==> src/rtl/e1rs_regs.svh <==
// Purpose: register offsets, field positions and reset values of the
//          receive sync and slip status block
// Assumes: byte addresses on a 32-bit AXI4-Lite slave, one word each
// Notes:   included by bare name; definitions only
`ifndef E1RS_REGS_SVH
`define E1RS_REGS_SVH

// word offsets (byte addresses)
`define E1RS_OFF_STATUS   4'h0
`define E1RS_OFF_MASK     4'h4
`define E1RS_OFF_FSEL     4'h8
`define E1RS_OFF_FCTL     4'hC

// status and mask field positions
`define E1RS_BIT_CAS_LOCK 4
`define E1RS_BIT_CRC_LOCK 3
`define E1RS_BIT_RX_FULL  2

// framing select fields
`define E1RS_BIT_CAS_DECL 0
`define E1RS_BIT_CRC_DECL 1

// framing control fields: two consecutive-error counts
`define E1RS_CAS_CNT_LSB  0
`define E1RS_CAS_CNT_MSB  3
`define E1RS_CRC_CNT_LSB  4
`define E1RS_CRC_CNT_MSB  7

// reset values
`define E1RS_RST_MASK     1'h0
`define E1RS_RST_FSEL     2'h0
`define E1RS_RST_FCTL     8'h22

// bus answers
`define E1RS_RESP_OKAY    2'h0
`define E1RS_RESP_SLVERR  2'h2

`endif

==> src/rtl/e1rs_pkg.sv <==
// Purpose: shared types of the receive sync and slip status block
// Assumes: constants live in e1rs_regs.svh
// Notes:   state records are packed so each module holds one register
package e1rs_pkg;
    typedef logic [3:0]  e1rs_addr_t;   // register byte address
    typedef logic [7:0]  e1rs_byte_t;   // register data width
    typedef logic [3:0]  e1rs_cnt_t;    // consecutive error count

    // multiframe lock tracker state
    typedef struct packed {
        logic      locked;              // lock declared
        logic      good_seen;           // first good alignment seen
        e1rs_cnt_t bad_cnt;             // consecutive errored alignments
    } e1rs_lock_st_t;

    // bus slave state
    typedef struct packed {
        logic        awready;           // write address slot free
        logic        wready;            // write data slot free
        logic        arready;           // read slot free
        logic        bvalid;            // write answer pending
        logic        rvalid;            // read answer pending
        logic [1:0]  bresp;             // write answer code
        logic [1:0]  rresp;             // read answer code
        e1rs_addr_t  waddr;             // held write address
        e1rs_byte_t  wdata;             // held write data, low byte
        logic        wstrb0;            // low byte lane enabled
        logic [31:0] rdata;             // held read data
    } e1rs_axil_st_t;

    // top level state
    typedef struct packed {
        logic       rx_full;            // sticky slip-buffer-full event
        logic       mask_full;          // interrupt mask for that event
        logic [1:0] fsel;               // framing select
        e1rs_byte_t fctl;               // framing control
        logic       drop;               // frame discard pulse
        logic       irq;                // interrupt level
    } e1rs_top_st_t;
endpackage

==> src/rtl/e1rs_axil.sv <==
// Purpose: AXI4-Lite slave front end for the status registers
// Assumes: one write and one read in flight at most
// Notes:   address and data taken in either order; answer one cycle after
module e1rs_axil (
    input  wire logic                aclk,          // system clock
    input  wire logic                aresetn,       // sync reset, low
    input  wire e1rs_pkg::e1rs_addr_t s_axi_awaddr, // write address
    input  wire logic                s_axi_awvalid, // write address valid
    output logic                     s_axi_awready, // write address ready
    input  wire logic [31:0]         s_axi_wdata,   // write data
    input  wire logic [3:0]          s_axi_wstrb,   // write byte lanes
    input  wire logic                s_axi_wvalid,  // write data valid
    output logic                     s_axi_wready,  // write data ready
    output logic [1:0]               s_axi_bresp,   // write answer
    output logic                     s_axi_bvalid,  // write answer valid
    input  wire logic                s_axi_bready,  // write answer ready
    input  wire e1rs_pkg::e1rs_addr_t s_axi_araddr, // read address
    input  wire logic                s_axi_arvalid, // read address valid
    output logic                     s_axi_arready, // read address ready
    output logic [31:0]              s_axi_rdata,   // read data
    output logic [1:0]               s_axi_rresp,   // read answer
    output logic                     s_axi_rvalid,  // read answer valid
    input  wire logic                s_axi_rready,  // read answer ready
    output logic                     wr_en,         // register write pulse
    output e1rs_pkg::e1rs_addr_t     wr_addr,       // register write addr
    output e1rs_pkg::e1rs_byte_t     wr_data,       // register write data
    output logic                     wr_lane0,      // low lane enabled
    input  wire logic                wr_hit,        // write addr mapped
    output logic                     rd_en,         // register read pulse
    output e1rs_pkg::e1rs_addr_t     rd_addr,       // register read addr
    input  wire e1rs_pkg::e1rs_byte_t rd_data,      // register read data
    input  wire logic                rd_hit         // read addr mapped
);
    import e1rs_pkg::*;
    `include "e1rs_regs.svh"

    localparam e1rs_axil_st_t RST = '{awready: 1'b1, wready: 1'b1,
                                      arready: 1'b1, default: '0};

    e1rs_axil_st_t st;       // registered state
    e1rs_axil_st_t next_st;  // next state

    // both halves held and no answer pending: do the write
    assign wr_en    = !st.awready && !st.wready && !st.bvalid;
    assign wr_addr  = st.waddr;
    assign wr_data  = st.wdata;
    assign wr_lane0 = st.wstrb0;
    // a read is served at the edge it is accepted
    assign rd_en    = s_axi_arvalid && st.arready;
    assign rd_addr  = s_axi_araddr;

    // channel handshakes
    always_comb begin
        next_st = st;
        if (s_axi_awvalid && st.awready) begin
            next_st.awready = 1'b0;
            next_st.waddr   = s_axi_awaddr;
        end
        if (s_axi_wvalid && st.wready) begin
            next_st.wready = 1'b0;
            next_st.wdata  = s_axi_wdata[7:0];
            next_st.wstrb0 = s_axi_wstrb[0];
        end
        if (wr_en) begin
            next_st.bvalid = 1'b1;
            next_st.bresp  = wr_hit ? `E1RS_RESP_OKAY : `E1RS_RESP_SLVERR;
        end
        // slots reopen only once the answer is taken
        if (st.bvalid && s_axi_bready) begin
            next_st.bvalid  = 1'b0;
            next_st.awready = 1'b1;
            next_st.wready  = 1'b1;
        end
        if (rd_en) begin
            next_st.arready = 1'b0;
            next_st.rvalid  = 1'b1;
            next_st.rdata   = {24'h000000, rd_hit ? rd_data : 8'h00};
            next_st.rresp   = rd_hit ? `E1RS_RESP_OKAY : `E1RS_RESP_SLVERR;
        end
        if (st.rvalid && s_axi_rready) begin
            next_st.rvalid  = 1'b0;
            next_st.arready = 1'b1;
        end
    end

    // state register
    always_ff @(posedge aclk) begin
        if (!aresetn) begin
            st <= RST;
        end else begin
            st <= next_st;
        end
    end

    assign s_axi_awready = st.awready;
    assign s_axi_wready  = st.wready;
    assign s_axi_bvalid  = st.bvalid;
    assign s_axi_bresp   = st.bresp;
    assign s_axi_arready = st.arready;
    assign s_axi_rvalid  = st.rvalid;
    assign s_axi_rdata   = st.rdata;
    assign s_axi_rresp   = st.rresp;

    chk_bvalid_holds: assert property (@(posedge aclk)
        disable iff (!aresetn)
        st.bvalid && !s_axi_bready |=> st.bvalid && $stable(st.bresp))
        else $error("write answer dropped before taken");
    chk_rvalid_holds: assert property (@(posedge aclk)
        disable iff (!aresetn)
        st.rvalid && !s_axi_rready |=> st.rvalid && $stable(st.rdata))
        else $error("read answer dropped before taken");
    chk_write_answers: assert property (@(posedge aclk)
        disable iff (!aresetn)
        wr_en |=> st.bvalid ##0 !wr_en)
        else $error("write not answered next cycle");
endmodule

==> src/rtl/e1rs_mf_lock.sv <==
// Purpose: multiframe lock tracker fed by alignment-word verdicts
// Assumes: one strobe per received alignment signal, same clock
// Notes:   a loss count of zero behaves as one
module e1rs_mf_lock (
    input  wire logic               aclk,        // system clock
    input  wire logic               aresetn,     // sync reset, low
    input  wire logic               align_stb,   // alignment word seen
    input  wire logic               align_ok,    // word was correct
    input  wire logic               decl_two,    // need two good in a row
    input  wire e1rs_pkg::e1rs_cnt_t loss_count, // errors to lose lock
    output logic                    locked       // lock declared
);
    import e1rs_pkg::*;

    e1rs_lock_st_t st;       // registered state
    e1rs_lock_st_t next_st;  // next state

    // lock declaration and loss
    always_comb begin
        e1rs_cnt_t limit;
        e1rs_cnt_t inc;
        limit   = (loss_count == 4'h0) ? 4'h1 : loss_count;
        inc     = st.bad_cnt + 4'h1;
        next_st = st;
        if (align_stb) begin
            if (align_ok) begin
                next_st.bad_cnt = 4'h0;
                if (!st.locked) begin
                    // declaration criterion chosen by software
                    if (decl_two && !st.good_seen) begin
                        next_st.good_seen = 1'b1;
                    end else begin
                        next_st.locked    = 1'b1;
                        next_st.good_seen = 1'b0;
                    end
                end
            end else begin
                next_st.good_seen = 1'b0;
                // errors only count toward a loss while locked
                if (st.locked) begin
                    if (inc >= limit) begin
                        next_st.locked  = 1'b0;
                        next_st.bad_cnt = 4'h0;
                    end else begin
                        next_st.bad_cnt = inc;
                    end
                end
            end
        end
    end

    // state register
    always_ff @(posedge aclk) begin
        if (!aresetn) begin
            st <= '0;
        end else begin
            st <= next_st;
        end
    end

    assign locked = st.locked;

    chk_loss_needs_error: assert property (@(posedge aclk)
        disable iff (!aresetn)
        $fell(st.locked) |-> $past(align_stb && !align_ok))
        else $error("lock lost without an errored alignment");
    chk_lock_needs_good: assert property (@(posedge aclk)
        disable iff (!aresetn)
        $rose(st.locked) |-> $past(align_stb && align_ok))
        else $error("lock declared without a good alignment");
    chk_two_good_decl: assert property (@(posedge aclk)
        disable iff (!aresetn)
        $rose(st.locked) && $past(decl_two) |-> $past(st.good_seen))
        else $error("lock declared after a single good alignment");
endmodule

==> src/rtl/e1rs_top.sv <==
// Purpose: receive multiframe lock and slip-buffer-full status bank
// Assumes: framer verdicts and slip buffer events arrive on aclk
// Notes:   registers reached over AXI4-Lite; one level interrupt out
//
// Local design decisions: the AXI4-Lite register port and the address map.
module e1rs_top (
    input  wire logic                aclk,             // 100 MHz clock
    input  wire logic                aresetn,          // sync reset, low
    input  wire e1rs_pkg::e1rs_addr_t s_axi_awaddr,    // write address
    input  wire logic                s_axi_awvalid,    // write addr valid
    output logic                     s_axi_awready,    // write addr ready
    input  wire logic [31:0]         s_axi_wdata,      // write data
    input  wire logic [3:0]          s_axi_wstrb,      // write byte lanes
    input  wire logic                s_axi_wvalid,     // write data valid
    output logic                     s_axi_wready,     // write data ready
    output logic [1:0]               s_axi_bresp,      // write answer
    output logic                     s_axi_bvalid,     // write answer valid
    input  wire logic                s_axi_bready,     // write answer ready
    input  wire e1rs_pkg::e1rs_addr_t s_axi_araddr,    // read address
    input  wire logic                s_axi_arvalid,    // read addr valid
    output logic                     s_axi_arready,    // read addr ready
    output logic [31:0]              s_axi_rdata,      // read data
    output logic [1:0]               s_axi_rresp,      // read answer
    output logic                     s_axi_rvalid,     // read answer valid
    input  wire logic                s_axi_rready,     // read answer ready
    input  wire logic                cas_align_stb,    // CAS word received
    input  wire logic                cas_align_ok,     // CAS word correct
    input  wire logic                crc_align_stb,    // CRC word received
    input  wire logic                crc_align_ok,     // CRC word correct
    input  wire logic                rx_slip_buf_full, // slip buffer full
    input  wire logic                rx_slip_wr,       // slip buffer write
    output logic                     rx_slip_drop,     // discard one frame
    output logic                     cas_mf_lock,      // CAS lock level
    output logic                     crc_mf_lock_flag, // CRC lock level
    output logic                     irq               // interrupt, high
);
    import e1rs_pkg::*;
    `include "e1rs_regs.svh"

    e1rs_top_st_t st;        // registered state
    e1rs_top_st_t next_st;   // next state

    logic       wr_en;       // register write pulse
    e1rs_addr_t wr_addr;     // register write address
    e1rs_byte_t wr_data;     // register write data
    logic       wr_lane0;    // low byte lane enabled
    logic       wr_hit;      // write address mapped
    logic       rd_en;       // register read pulse
    e1rs_addr_t rd_addr;     // register read address
    e1rs_byte_t rd_data;     // read mux output
    logic       rd_hit;      // read address mapped
    logic       slip_event;  // full buffer written
    logic       status_rd;   // status register read this cycle
    logic       status_clr;  // write-one clear of the sticky bit
    logic       cas_lock;    // CAS tracker output
    logic       crc_lock;    // CRC tracker output

    // true when the address names a mapped register
    function automatic logic is_mapped(input e1rs_addr_t a);
        is_mapped = (a == `E1RS_OFF_STATUS) || (a == `E1RS_OFF_MASK) ||
                    (a == `E1RS_OFF_FSEL) || (a == `E1RS_OFF_FCTL);
    endfunction

    // bus slave; all answers are registered inside it
    e1rs_axil u_axil (
        .aclk          (aclk),
        .aresetn       (aresetn),
        .s_axi_awaddr  (s_axi_awaddr),
        .s_axi_awvalid (s_axi_awvalid),
        .s_axi_awready (s_axi_awready),
        .s_axi_wdata   (s_axi_wdata),
        .s_axi_wstrb   (s_axi_wstrb),
        .s_axi_wvalid  (s_axi_wvalid),
        .s_axi_wready  (s_axi_wready),
        .s_axi_bresp   (s_axi_bresp),
        .s_axi_bvalid  (s_axi_bvalid),
        .s_axi_bready  (s_axi_bready),
        .s_axi_araddr  (s_axi_araddr),
        .s_axi_arvalid (s_axi_arvalid),
        .s_axi_arready (s_axi_arready),
        .s_axi_rdata   (s_axi_rdata),
        .s_axi_rresp   (s_axi_rresp),
        .s_axi_rvalid  (s_axi_rvalid),
        .s_axi_rready  (s_axi_rready),
        .wr_en         (wr_en),
        .wr_addr       (wr_addr),
        .wr_data       (wr_data),
        .wr_lane0      (wr_lane0),
        .wr_hit        (wr_hit),
        .rd_en         (rd_en),
        .rd_addr       (rd_addr),
        .rd_data       (rd_data),
        .rd_hit        (rd_hit)
    );

    // CAS multiframe tracker: criterion and error count from software
    e1rs_mf_lock u_cas_lock (
        .aclk       (aclk),
        .aresetn    (aresetn),
        .align_stb  (cas_align_stb),
        .align_ok   (cas_align_ok),
        .decl_two   (st.fsel[`E1RS_BIT_CAS_DECL]),
        .loss_count (st.fctl[`E1RS_CAS_CNT_MSB:`E1RS_CAS_CNT_LSB]),
        .locked     (cas_lock)
    );

    // CRC multiframe tracker
    e1rs_mf_lock u_crc_lock (
        .aclk       (aclk),
        .aresetn    (aresetn),
        .align_stb  (crc_align_stb),
        .align_ok   (crc_align_ok),
        .decl_two   (st.fsel[`E1RS_BIT_CRC_DECL]),
        .loss_count (st.fctl[`E1RS_CRC_CNT_MSB:`E1RS_CRC_CNT_LSB]),
        .locked     (crc_lock)
    );

    assign wr_hit = is_mapped(wr_addr);
    assign rd_hit = is_mapped(rd_addr);

    // read mux; lock bits are live, not latched
    always_comb begin
        rd_data = 8'h00;
        unique case (rd_addr)
            `E1RS_OFF_STATUS: begin
                rd_data[`E1RS_BIT_CAS_LOCK] = cas_lock;
                rd_data[`E1RS_BIT_CRC_LOCK] = crc_lock;
                rd_data[`E1RS_BIT_RX_FULL]  = st.rx_full;
            end
            `E1RS_OFF_MASK: begin
                rd_data[`E1RS_BIT_RX_FULL] = st.mask_full;
            end
            `E1RS_OFF_FSEL: begin
                rd_data[1:0] = st.fsel;
            end
            `E1RS_OFF_FCTL: begin
                rd_data = st.fctl;
            end
            default: begin
                rd_data = 8'h00;   // unmapped reads as zero
            end
        endcase
    end

    assign slip_event = rx_slip_buf_full && rx_slip_wr;
    assign status_rd  = rd_en && (rd_addr == `E1RS_OFF_STATUS);
    assign status_clr = wr_en && wr_lane0 &&
                        (wr_addr == `E1RS_OFF_STATUS) &&
                        wr_data[`E1RS_BIT_RX_FULL];

    // register writes, sticky event and interrupt
    always_comb begin
        next_st      = st;
        // one-cycle discard request to the slip buffer
        next_st.drop = slip_event;
        if (wr_en && wr_lane0) begin
            // writes to the lock bits are ignored: they are read-only
            unique case (wr_addr)
                `E1RS_OFF_MASK: begin
                    next_st.mask_full = wr_data[`E1RS_BIT_RX_FULL];
                end
                `E1RS_OFF_FSEL: begin
                    next_st.fsel = wr_data[1:0];
                end
                `E1RS_OFF_FCTL: begin
                    next_st.fctl = wr_data;
                end
                default: begin
                    next_st.fctl = st.fctl;   // status or unmapped
                end
            endcase
        end
        // the read returns the old value, so a set in the same cycle
        // must survive the clear or the event would go unseen
        next_st.rx_full = (st.rx_full && !status_rd && !status_clr)
                          || slip_event;
        // level interrupt from the registered next value
        next_st.irq = next_st.rx_full && next_st.mask_full;
    end

    // state register
    always_ff @(posedge aclk) begin
        if (!aresetn) begin
            st           <= '0;
            st.mask_full <= `E1RS_RST_MASK;
            st.fsel      <= `E1RS_RST_FSEL;
            st.fctl      <= `E1RS_RST_FCTL;
        end else begin
            st <= next_st;
        end
    end

    assign rx_slip_drop     = st.drop;
    assign irq              = st.irq;
    assign cas_mf_lock      = cas_lock;
    assign crc_mf_lock_flag = crc_lock;

    chk_drop_on_full: assert property (@(posedge aclk)
        disable iff (!aresetn)
        slip_event |=> rx_slip_drop ##1 (rx_slip_drop == $past(slip_event)))
        else $error("full write did not discard exactly on time");
    chk_event_sets_bit: assert property (@(posedge aclk)
        disable iff (!aresetn)
        slip_event |=> st.rx_full)
        else $error("slip full event lost");
    chk_read_clears: assert property (@(posedge aclk)
        disable iff (!aresetn)
        status_rd && !slip_event |=> !st.rx_full)
        else $error("status read did not clear sticky bit");
    chk_sticky_holds: assert property (@(posedge aclk)
        disable iff (!aresetn)
        st.rx_full && !status_rd && !status_clr |=> st.rx_full)
        else $error("sticky bit dropped without a clear");
    chk_cas_read_live: assert property (@(posedge aclk)
        disable iff (!aresetn)
        status_rd |=> s_axi_rdata[`E1RS_BIT_CAS_LOCK] == $past(cas_lock))
        else $error("status read shows stale CAS lock");
    chk_crc_read_live: assert property (@(posedge aclk)
        disable iff (!aresetn)
        status_rd |=> s_axi_rdata[`E1RS_BIT_CRC_LOCK] == $past(crc_lock))
        else $error("status read shows stale CRC lock");
    chk_irq_level: assert property (@(posedge aclk)
        disable iff (!aresetn)
        irq == (st.rx_full && st.mask_full))
        else $error("interrupt disagrees with status and mask");
endmodule

==> config.mk <==
export PLATFORM = sky130hd
export DESIGN_NAME = e1rs_top
export DESIGN_NICKNAME = d
export VERILOG_FILES = /design/src/rtl/e1rs_pkg.sv /design/src/rtl/e1rs_axil.sv /design/src/rtl/e1rs_mf_lock.sv /design/src/rtl/e1rs_top.sv
export VERILOG_INCLUDE_DIRS = /design/src /design/src/rtl
export SDC_FILE = /design/constraint.sdc
export NUM_CORES = 1
export LEC_CHECK = 0
export BUFFER_PORTS_ARGS = -buffer_cell sky130_fd_sc_hd__buf_2
export CORE_MARGIN = 3
export CORE_UTILIZATION = 50
export DETAILED_ROUTE_END_ITERATION = 8
export PLACE_DENSITY = 0.89
export SLEW_MARGIN = 10
export SYNTH_ARGS = -nofsm -noshare
export SYNTH_HDL_FRONTEND = slang
export SYNTH_SLANG_ARGS = --single-unit
==> constraint.sdc <==
create_clock -name aclk -period 4.1 [get_ports aclk]
set_clock_uncertainty 0.2 [all_clocks]
set_input_delay 0.41 -clock aclk [delete_from_list [all_inputs] [get_ports aclk]]
set_output_delay 0.41 -clock aclk [all_outputs]
set_load 0.03 [all_outputs]
==> results of run 1 <==
worst min path at each step:
stage          cells after the start                  start               endpoint
2_1_floorplan                      2        u_axil.wr_lane0        u_axil.wr_lane0
3_3_place_gp                       2  u_axil.s_axi_rdata[1]  u_axil.s_axi_rdata[1]
3_5_place_dp                       2  u_axil.s_axi_rdata[1]  u_axil.s_axi_rdata[1]
4_1_cts                            2           s_axi_rready   u_axil.s_axi_arready
5_1_grt                            2           s_axi_rready   u_axil.s_axi_arready
6_report                           2          s_axi_awvalid   u_axil.s_axi_awready
Yosys cell counts, types with 3 or more instances:
cell,number
a31o_2,3
o21ai_0,13
buf_4,26
mux2i_1,5
xor2_1,3
clkbuf_1,7
nand3_1,31
ha_1,10
a22oi_1,5
a21oi_1,21
o211ai_1,5
inv_1,19
nand2_1,35
and2_1,3
nor2_1,22
o31ai_1,7
dfxtp_1,54
power groups by stage:
stage	clock, mW	sequential [mW]	combinational [mW]
after CTS	0.295	0.557	0.127
after detailed placement	0	0.569	0.127
after global routing	0.321	0.560	0.139
after floorplan	0	0.578	0.100
final	0.288	0.557	0.128
after global placement	0	0.568	0.124
layout make-up:
cell class / instances / area (um^2)
Multi-Input combinational cell: 224 / 1350
Clock buffer: 5 / 68.8
Tap cell: 70 / 87.6
Inverter: 19 / 71.3
Timing Repair Buffer: 49 / 248
Fill cell: 480 / 2210
Clock inverter: 2 / 15.0
Sequential cell: 54 / 1080
stage by stage:
stage / std cells / total power [mW]
2_1_floorplan: 335 / 0.678
3_3_place_gp: 416 / 0.691
5_1_grt: 423 / 1.02
4_1_cts: 423 / 0.979
6_report: 423 / 0.972
3_5_place_dp: 416 / 0.695
routing by layer:
| layer | vias to the layer above | global-route usage |
|---|---|---|
| li1 | 1117 | - |
| met1 | 997 | 0.225 |
| met2 | 93 | 0.289 |
| met3 | 12 | 0.0363 |
| met4 | 0 | 0.108 |
| met5 | - | 0 |
cell usage in the layout (no fill, tap or decap), types with 3 or more instances in the layout:
master / count
ha_1: 10
inv_1: 19
o21ai_0: 13
dfxtp_1: 54
a22oi_1: 5
xor2_1: 3
o31ai_1: 7
buf_2: 48
o211ai_1: 5
conb_1: 26
nand3_1: 31
a31o_2: 3
mux2i_1: 5
clkbuf_8: 5
and2_1: 3
a21oi_1: 21
nand2_1: 35
nor2_1: 22
kinds of logic after synthesis:
group                      after synthesis  share of synthesized area
xor gates and xnor gates                 4                     0.0131
other                                    1                    0.00140
buffers and inverters                   57                      0.126
muxes                                    6                     0.0229
adders and majority gates               10                     0.0467
DFF                                     54                      0.404
AOI/OAI and AO/OA                       72                      0.190
and+or+nand+nor                        106                      0.196
registers in the layout (all words and copies together) (netlist names), 4 cells and up:
register,flops
st,12
u_crc_lock.st,5
u_axil.wr_addr,4
u_axil.wr_data,8
u_axil.s_axi_rdata,8
u_cas_lock.st,5
==> flow_metrics.env, run 1 <==
export IMPL_slew_violations=0
export IMPL_cts_setup_buffers=0
export IMPL_cts_made_buffers=5
export IMPL_wl_met3_um=419
export IMPL_fin_crit_sh=0.555
export IMPL_p_comb_frac=0.131
export IMPL_slowest_stage="a2111oi_4"
export IMPL_finalWeightedCongestion=0.805
export IMPL_synth_top_area_frac=0.404
export IMPL_ys_types=45
export IMPL_pre_cts_ws_ns=1.82
export IMPL_num_vias=2219
export IMPL_path_cells="inv_1, a31o_2, ha_1, nand2b_4, a2111oi_4, o211ai_1, o311ai_1"
export IMPL_drive_above_1_share=0.184
export IMPL_cts_root_buffer="clkbuf_8"
export IMPL_clk_latency_ns=0.31
export IMPL_fin_crit_ns=2.28
export IMPL_whs_ns=0.140
export IMPL_synthTopCellsByArea="dfxtp_1 40%, buf_4 7.3%, nand3_1 5.8%, nand2_1 4.9%, ha_1 4.7%"
export IMPL_clkPwrFrac=0.296
export IMPL_critPathBufInv=1
export IMPL_design_area_mm2=0.00293
export IMPL_final_nets=420
export IMPL_core_area_mm2=0.00514
export IMPL_synth_avg_cell_area_um2=8.64
export IMPL_met1_length_mm=2.24
export IMPL_post_dp_hpwl_mm=4.05
export IMPL_seq_power_share=0.573
export IMPL_cts_sinks=54
export IMPL_netlist_instances=310
export IMPL_status="finished, final reports clean"
export IMPL_r2r_end="u_crc_lock.st[2]"
export IMPL_cp_start_kind="flop"
export IMPL_dr_pass1_iters=4
export IMPL_synth_seq_cells=54
export IMPL_ir_drop_v=0.000148
export IMPL_max_freq_mhz=439
export IMPL_setup_tns_ns=0
export IMPL_pwr_density_cell_mw_per_mm2=332
export IMPL_cp_depth=7
export IMPL_wl_per_cell_um=12.7
export IMPL_start_util=0.521
export IMPL_grt_overflow=0
export IMPL_drcViolationCount=0
export IMPL_r2r_start="st[9]"
export IMPL_hold_path_class="in2reg"
export IMPL_drt_iter0_drc=92
export IMPL_cp_data_required_time_ns=4.11
export IMPL_boundaryPins=102
export IMPL_htreeDepth=2
export IMPL_p_leak_nw=1.27
export IMPL_grt_max_degree=40
export IMPL_slowest_delay_ns=0.43
export IMPL_r2r_slack_ns=1.82
export IMPL_synth_warnings=0
export IMPL_endpoint="u_crc_lock.st[2]"
export IMPL_critPathMaxFanout=4
export IMPL_post_drt_via_cell_ratio=5.25
export IMPL_cap_violations=0
export IMPL_hold_viol_final=0
export IMPL_synthArstFlopShare=0
export IMPL_wl_met2_mm=2.55
export IMPL_cts_reportedPaths_clkPinSlew_ns=0.10
export IMPL_cpLargestDelayFamily="compound AO/OA/AOI/OAI gates"
export IMPL_worst_slack_ns=1.82
export IMPL_cts_hold_buf=0
export IMPL_rows=26
export IMPL_track_usage=0.181
export IMPL_fp_dieH_um=79.2
export IMPL_r2r_cells=7
export IMPL_final_util=0.569
export IMPL_p_sw_uw=279
export IMPL_port_buffers=48
export IMPL_cp_arrival_ns=2.29
export IMPL_worstMarginPinSlew_ns=0.521
export IMPL_relSlewSlack=0.649
export IMPL_cts_buffer_depth=2
export IMPL_routed_top_layer="met4"
export IMPL_ys_seq_area_frac=0.404
export IMPL_yosys_area_top_type="dfxtp_1"
export IMPL_ant_nets=0
export IMPL_grt_pass1_wl_mm=8.99
export IMPL_die_area_mm2=0.00627
export IMPL_worstSetupStartpoint="st[9]"
export IMPL_syn_area_mm2=0.00268
export IMPL_end_kind="flop"
export IMPL_antenna_found_initial=0
export IMPL_drt_total_wl_mm=5.38
export IMPL_p_int_uw=693
export IMPL_ctsResizeCount=0
export IMPL_yosys_most_used_dff="dfxtp_1"
export IMPL_synth_edf_count=0
export IMPL_grt_setup_unrepaired="false"
export IMPL_worstSetupPathType="reg2reg"
export IMPL_die_w_um=79.2
export IMPL_finalSetupViolCount=0
export IMPL_dpl_cell_area_mm2=0.00284
export IMPL_syn_to_final_growth_pct=9.20
export IMPL_tritoncts="yes"
export IMPL_grt_pass1_vias=2003
export IMPL_swShare=0.287
export IMPL_antennaDiodeCount=0
(Power assumes the default switching activity.)
==> run 2, diff against run 1 <==
--- a/config.mk
+++ b/config.mk
@@ -8,9 +8,9 @@
 export LEC_CHECK = 0
 export BUFFER_PORTS_ARGS = -buffer_cell sky130_fd_sc_hd__buf_2
 export CORE_MARGIN = 3
-export CORE_UTILIZATION = 50
+export CORE_UTILIZATION = 49
 export DETAILED_ROUTE_END_ITERATION = 8
-export PLACE_DENSITY = 0.89
+export PLACE_DENSITY = 0.88
 export SLEW_MARGIN = 10
 export SYNTH_ARGS = -nofsm -noshare
 export SYNTH_HDL_FRONTEND = slang
==> constraint.sdc (replaced) <==
create_clock -name aclk -period 2.1 [get_ports aclk]
set_clock_uncertainty 0.2 [all_clocks]
set_input_delay 0.21 -clock aclk [delete_from_list [all_inputs] [get_ports aclk]]
set_output_delay 0.21 -clock aclk [all_outputs]
set_load 0.03 [all_outputs]
==> flow_metrics.env, run 2 (synthesis results as in run 1) <==
export IMPL_status="finished with violations"
export IMPL_violations="negative setup slack"
export IMPL_end_kind="flop"
export IMPL_critPathMaxFanout=3
export IMPL_grt_setup_unrepaired="true"
export IMPL_cp_arrival_ns=2.13
export IMPL_cts_buffer_depth=2
export IMPL_max_freq_mhz=472
export IMPL_r2r_cells=7
export IMPL_die_area_mm2=0.00639
export IMPL_track_usage=0.203
export IMPL_finalSetupViolCount=1
export IMPL_pwr_density_cell_mw_per_mm2=598
export IMPL_p_leak_nw=1.47
export IMPL_seq_power_share=0.526
export IMPL_r2r_start="st[5]"
export IMPL_cts_root_buffer="clkbuf_8"
export IMPL_cts_sinks=54
export IMPL_p_int_mw=1.51
export IMPL_swShare=0.270
export IMPL_ir_drop_v=0.000349
export IMPL_fin_crit_ns=2.12
export IMPL_slowest_stage="a2111oi_4"
export IMPL_top_register="st"
export IMPL_r2r_end="u_cas_lock.st[2]"
export IMPL_hold_path_class="in2reg"
export IMPL_worstMarginPinSlew_ns=0.535
export IMPL_grt_pass1_wl_mm=10.2
export IMPL_drive_above_1_share=0.286
export IMPL_syn_to_final_growth_pct=29.0
export IMPL_htreeDepth=2
export IMPL_final_util=0.664
export IMPL_routed_top_layer="met4"
export IMPL_post_dp_hpwl_mm=4.21
export IMPL_wl_met3_um=305
export IMPL_cts_reportedPaths_clkPinSlew_ns=0.09
export IMPL_drt_total_wl_mm=6.37
export IMPL_r2r_slack_ns=-0.02
export IMPL_worstSetupPathType="reg2reg"
export IMPL_core_area_mm2=0.00520
export IMPL_drcViolationCount=0
export IMPL_slowest_delay_ns=0.44
export IMPL_min_from="cas_align_ok"
export IMPL_final_common_cell="buf_2"
export IMPL_wl_met2_mm=3.25
export IMPL_fin_crit_sh=1.01
export IMPL_num_vias=2407
export IMPL_clkPwrFrac=0.331
export IMPL_tritoncts="yes"
export IMPL_clk_latency_ns=0.30
export IMPL_hold_path_end="u_cas_lock.locked"
export IMPL_most_common_layout_cells="48 x buf_2, 46 x dfxtp_1, 35 x nand2_1"
export IMPL_multiInputGateArea_mm2=0.00148
export IMPL_boundaryPins=102
export IMPL_post_drt_via_cell_ratio=5.18
export IMPL_power_mw=2.07
export IMPL_port_buffers=48
export IMPL_seq_area_mm2=0.00109
export IMPL_path_cells="inv_2, a31o_4, ha_4, nand2b_4, a2111oi_4, o21ai_2, o311ai_1"
export IMPL_slew_violations=0
export IMPL_rows=26
export IMPL_met1_length_mm=2.62
export IMPL_critPathBufInv=1
export IMPL_fillCellCount=431
export IMPL_finalWeightedCongestion=0.761
export IMPL_drt_iter0_drc=107
export IMPL_hold_viol_final=0
export IMPL_cts_made_buffers=5
export IMPL_wl_per_cell_um=13.7
export IMPL_antenna_found_initial=0
export IMPL_start_util=0.515
export IMPL_cp_start_kind="flop"
export IMPL_p_sw_uw=558
export IMPL_dr_pass1_iters=4
export IMPL_die_w_um=79.9
export IMPL_cp_data_required_time_ns=2.11
export IMPL_cap_violations=0
export IMPL_grt_max_degree=40
export IMPL_worst_slack_ns=-0.0197
export IMPL_pre_cts_ws_ns=-0.123
export IMPL_relSlewSlack=0.640
export IMPL_hold_depth=3
export IMPL_fp_dieH_um=79.9
export IMPL_p_comb_frac=0.143
export IMPL_largest_reg_flops=12
export IMPL_final_nets=462
export IMPL_antennaDiodeCount=0
export IMPL_cpLargestDelayFamily="compound AO/OA/AOI/OAI gates"
export IMPL_ant_nets=0
export IMPL_grt_overflow=0
export IMPL_grt_pass1_vias=2293
==> run 2: cell count changes in the layout (fill, tap and decap cells not counted), sizes merged <==
cell,change
bufinv,+1
buf,+21
dlygate4sd3,+21
clkinvlp,-2
clkinv,+1
==> run 2: worst reg2reg max path, delay by kind of cell (launching register included) <==
family | cells | cell delay (ns)
compound gates | 4 | 1.09
fa+ha+maj | 1 | 0.21
buf+inv | 1 | 0.04
flops | 1 | 0.35
simple gates | 1 | 0.15
==> run 2: what timing repair did <==
action,4_1_cts,5_1_grt
setup endpoints to repair,7,8
hold buffers,21,0
setup buffers,2,3
hold endpoints to repair,18,0
gates resized for setup,16,20
pin swaps,7,9
==> run 2: stage by stage <==
stage | TNS [ns] | instances | area [um^2] | hold WS [ns]
after floorplan | 0 | 335 | 2770 | 0.110
after global placement | 0 | 432 | 2960 | 0.238
after detailed placement | -0.189 | 432 | 2960 | 0.247
after CTS | 0 | 462 | 3380 | 0.00447
after global routing | -0.288 | 465 | 3460 | 0.0131
final | -0.0197 | 465 | 3460 | 0.0169
==> run 2: how the worst max path moves through the flow <==
stage,start,endpoint,slack [ns],depth (start not counted)
after floorplan,st[9],u_crc_lock.st[2],0.05,7
after global placement,st[5],u_cas_lock.st[2],0.02,7
after detailed placement,st[5],u_cas_lock.st[2],-0.12,7
after CTS,u_cas_lock.st[0],u_cas_lock.st[2],0.003,5
after global routing,st[5],u_cas_lock.st[2],-0.09,8
final,st[5],u_cas_lock.st[2],-0.02,7
==> run 2: metal layers <==
| metal | vias up | global-route usage |
|---|---|---|
| met2 | 76 | 0.339 |
| li1 | 1199 | - |
| met5 | - | 0 |
| met3 | 17 | 0.0327 |
| met4 | 0 | 0.120 |
| met1 | 1115 | 0.243 |
==> run 2: area by class of cell <==
| type | count | share of cell area |
|---|---|---|
| Timing Repair Buffer | 91 | 0.178 |
| Multi-Input combinational cell | 224 | 0.428 |
| Inverter | 19 | 0.0206 |
| Sequential cell | 54 | 0.316 |
| Tap cell | 70 | 0.0253 |
| Clock inverter | 2 | 0.0112 |
| Clock buffer | 5 | 0.0199 |
==> run 2: power groups by stage <==
| stage | Combinational (mW) | Sequential, mW | Clock [mW] |
|---|---|---|---|
| 2_1_floorplan | 0.196 | 1.13 | 0 |
| 3_3_place_gp | 0.247 | 1.11 | 0 |
| 3_5_place_dp | 0.252 | 1.11 | 0 |
| 4_1_cts | 0.288 | 1.09 | 0.693 |
| 5_1_grt | 0.321 | 1.09 | 0.737 |
| 6_report | 0.295 | 1.09 | 0.684 |
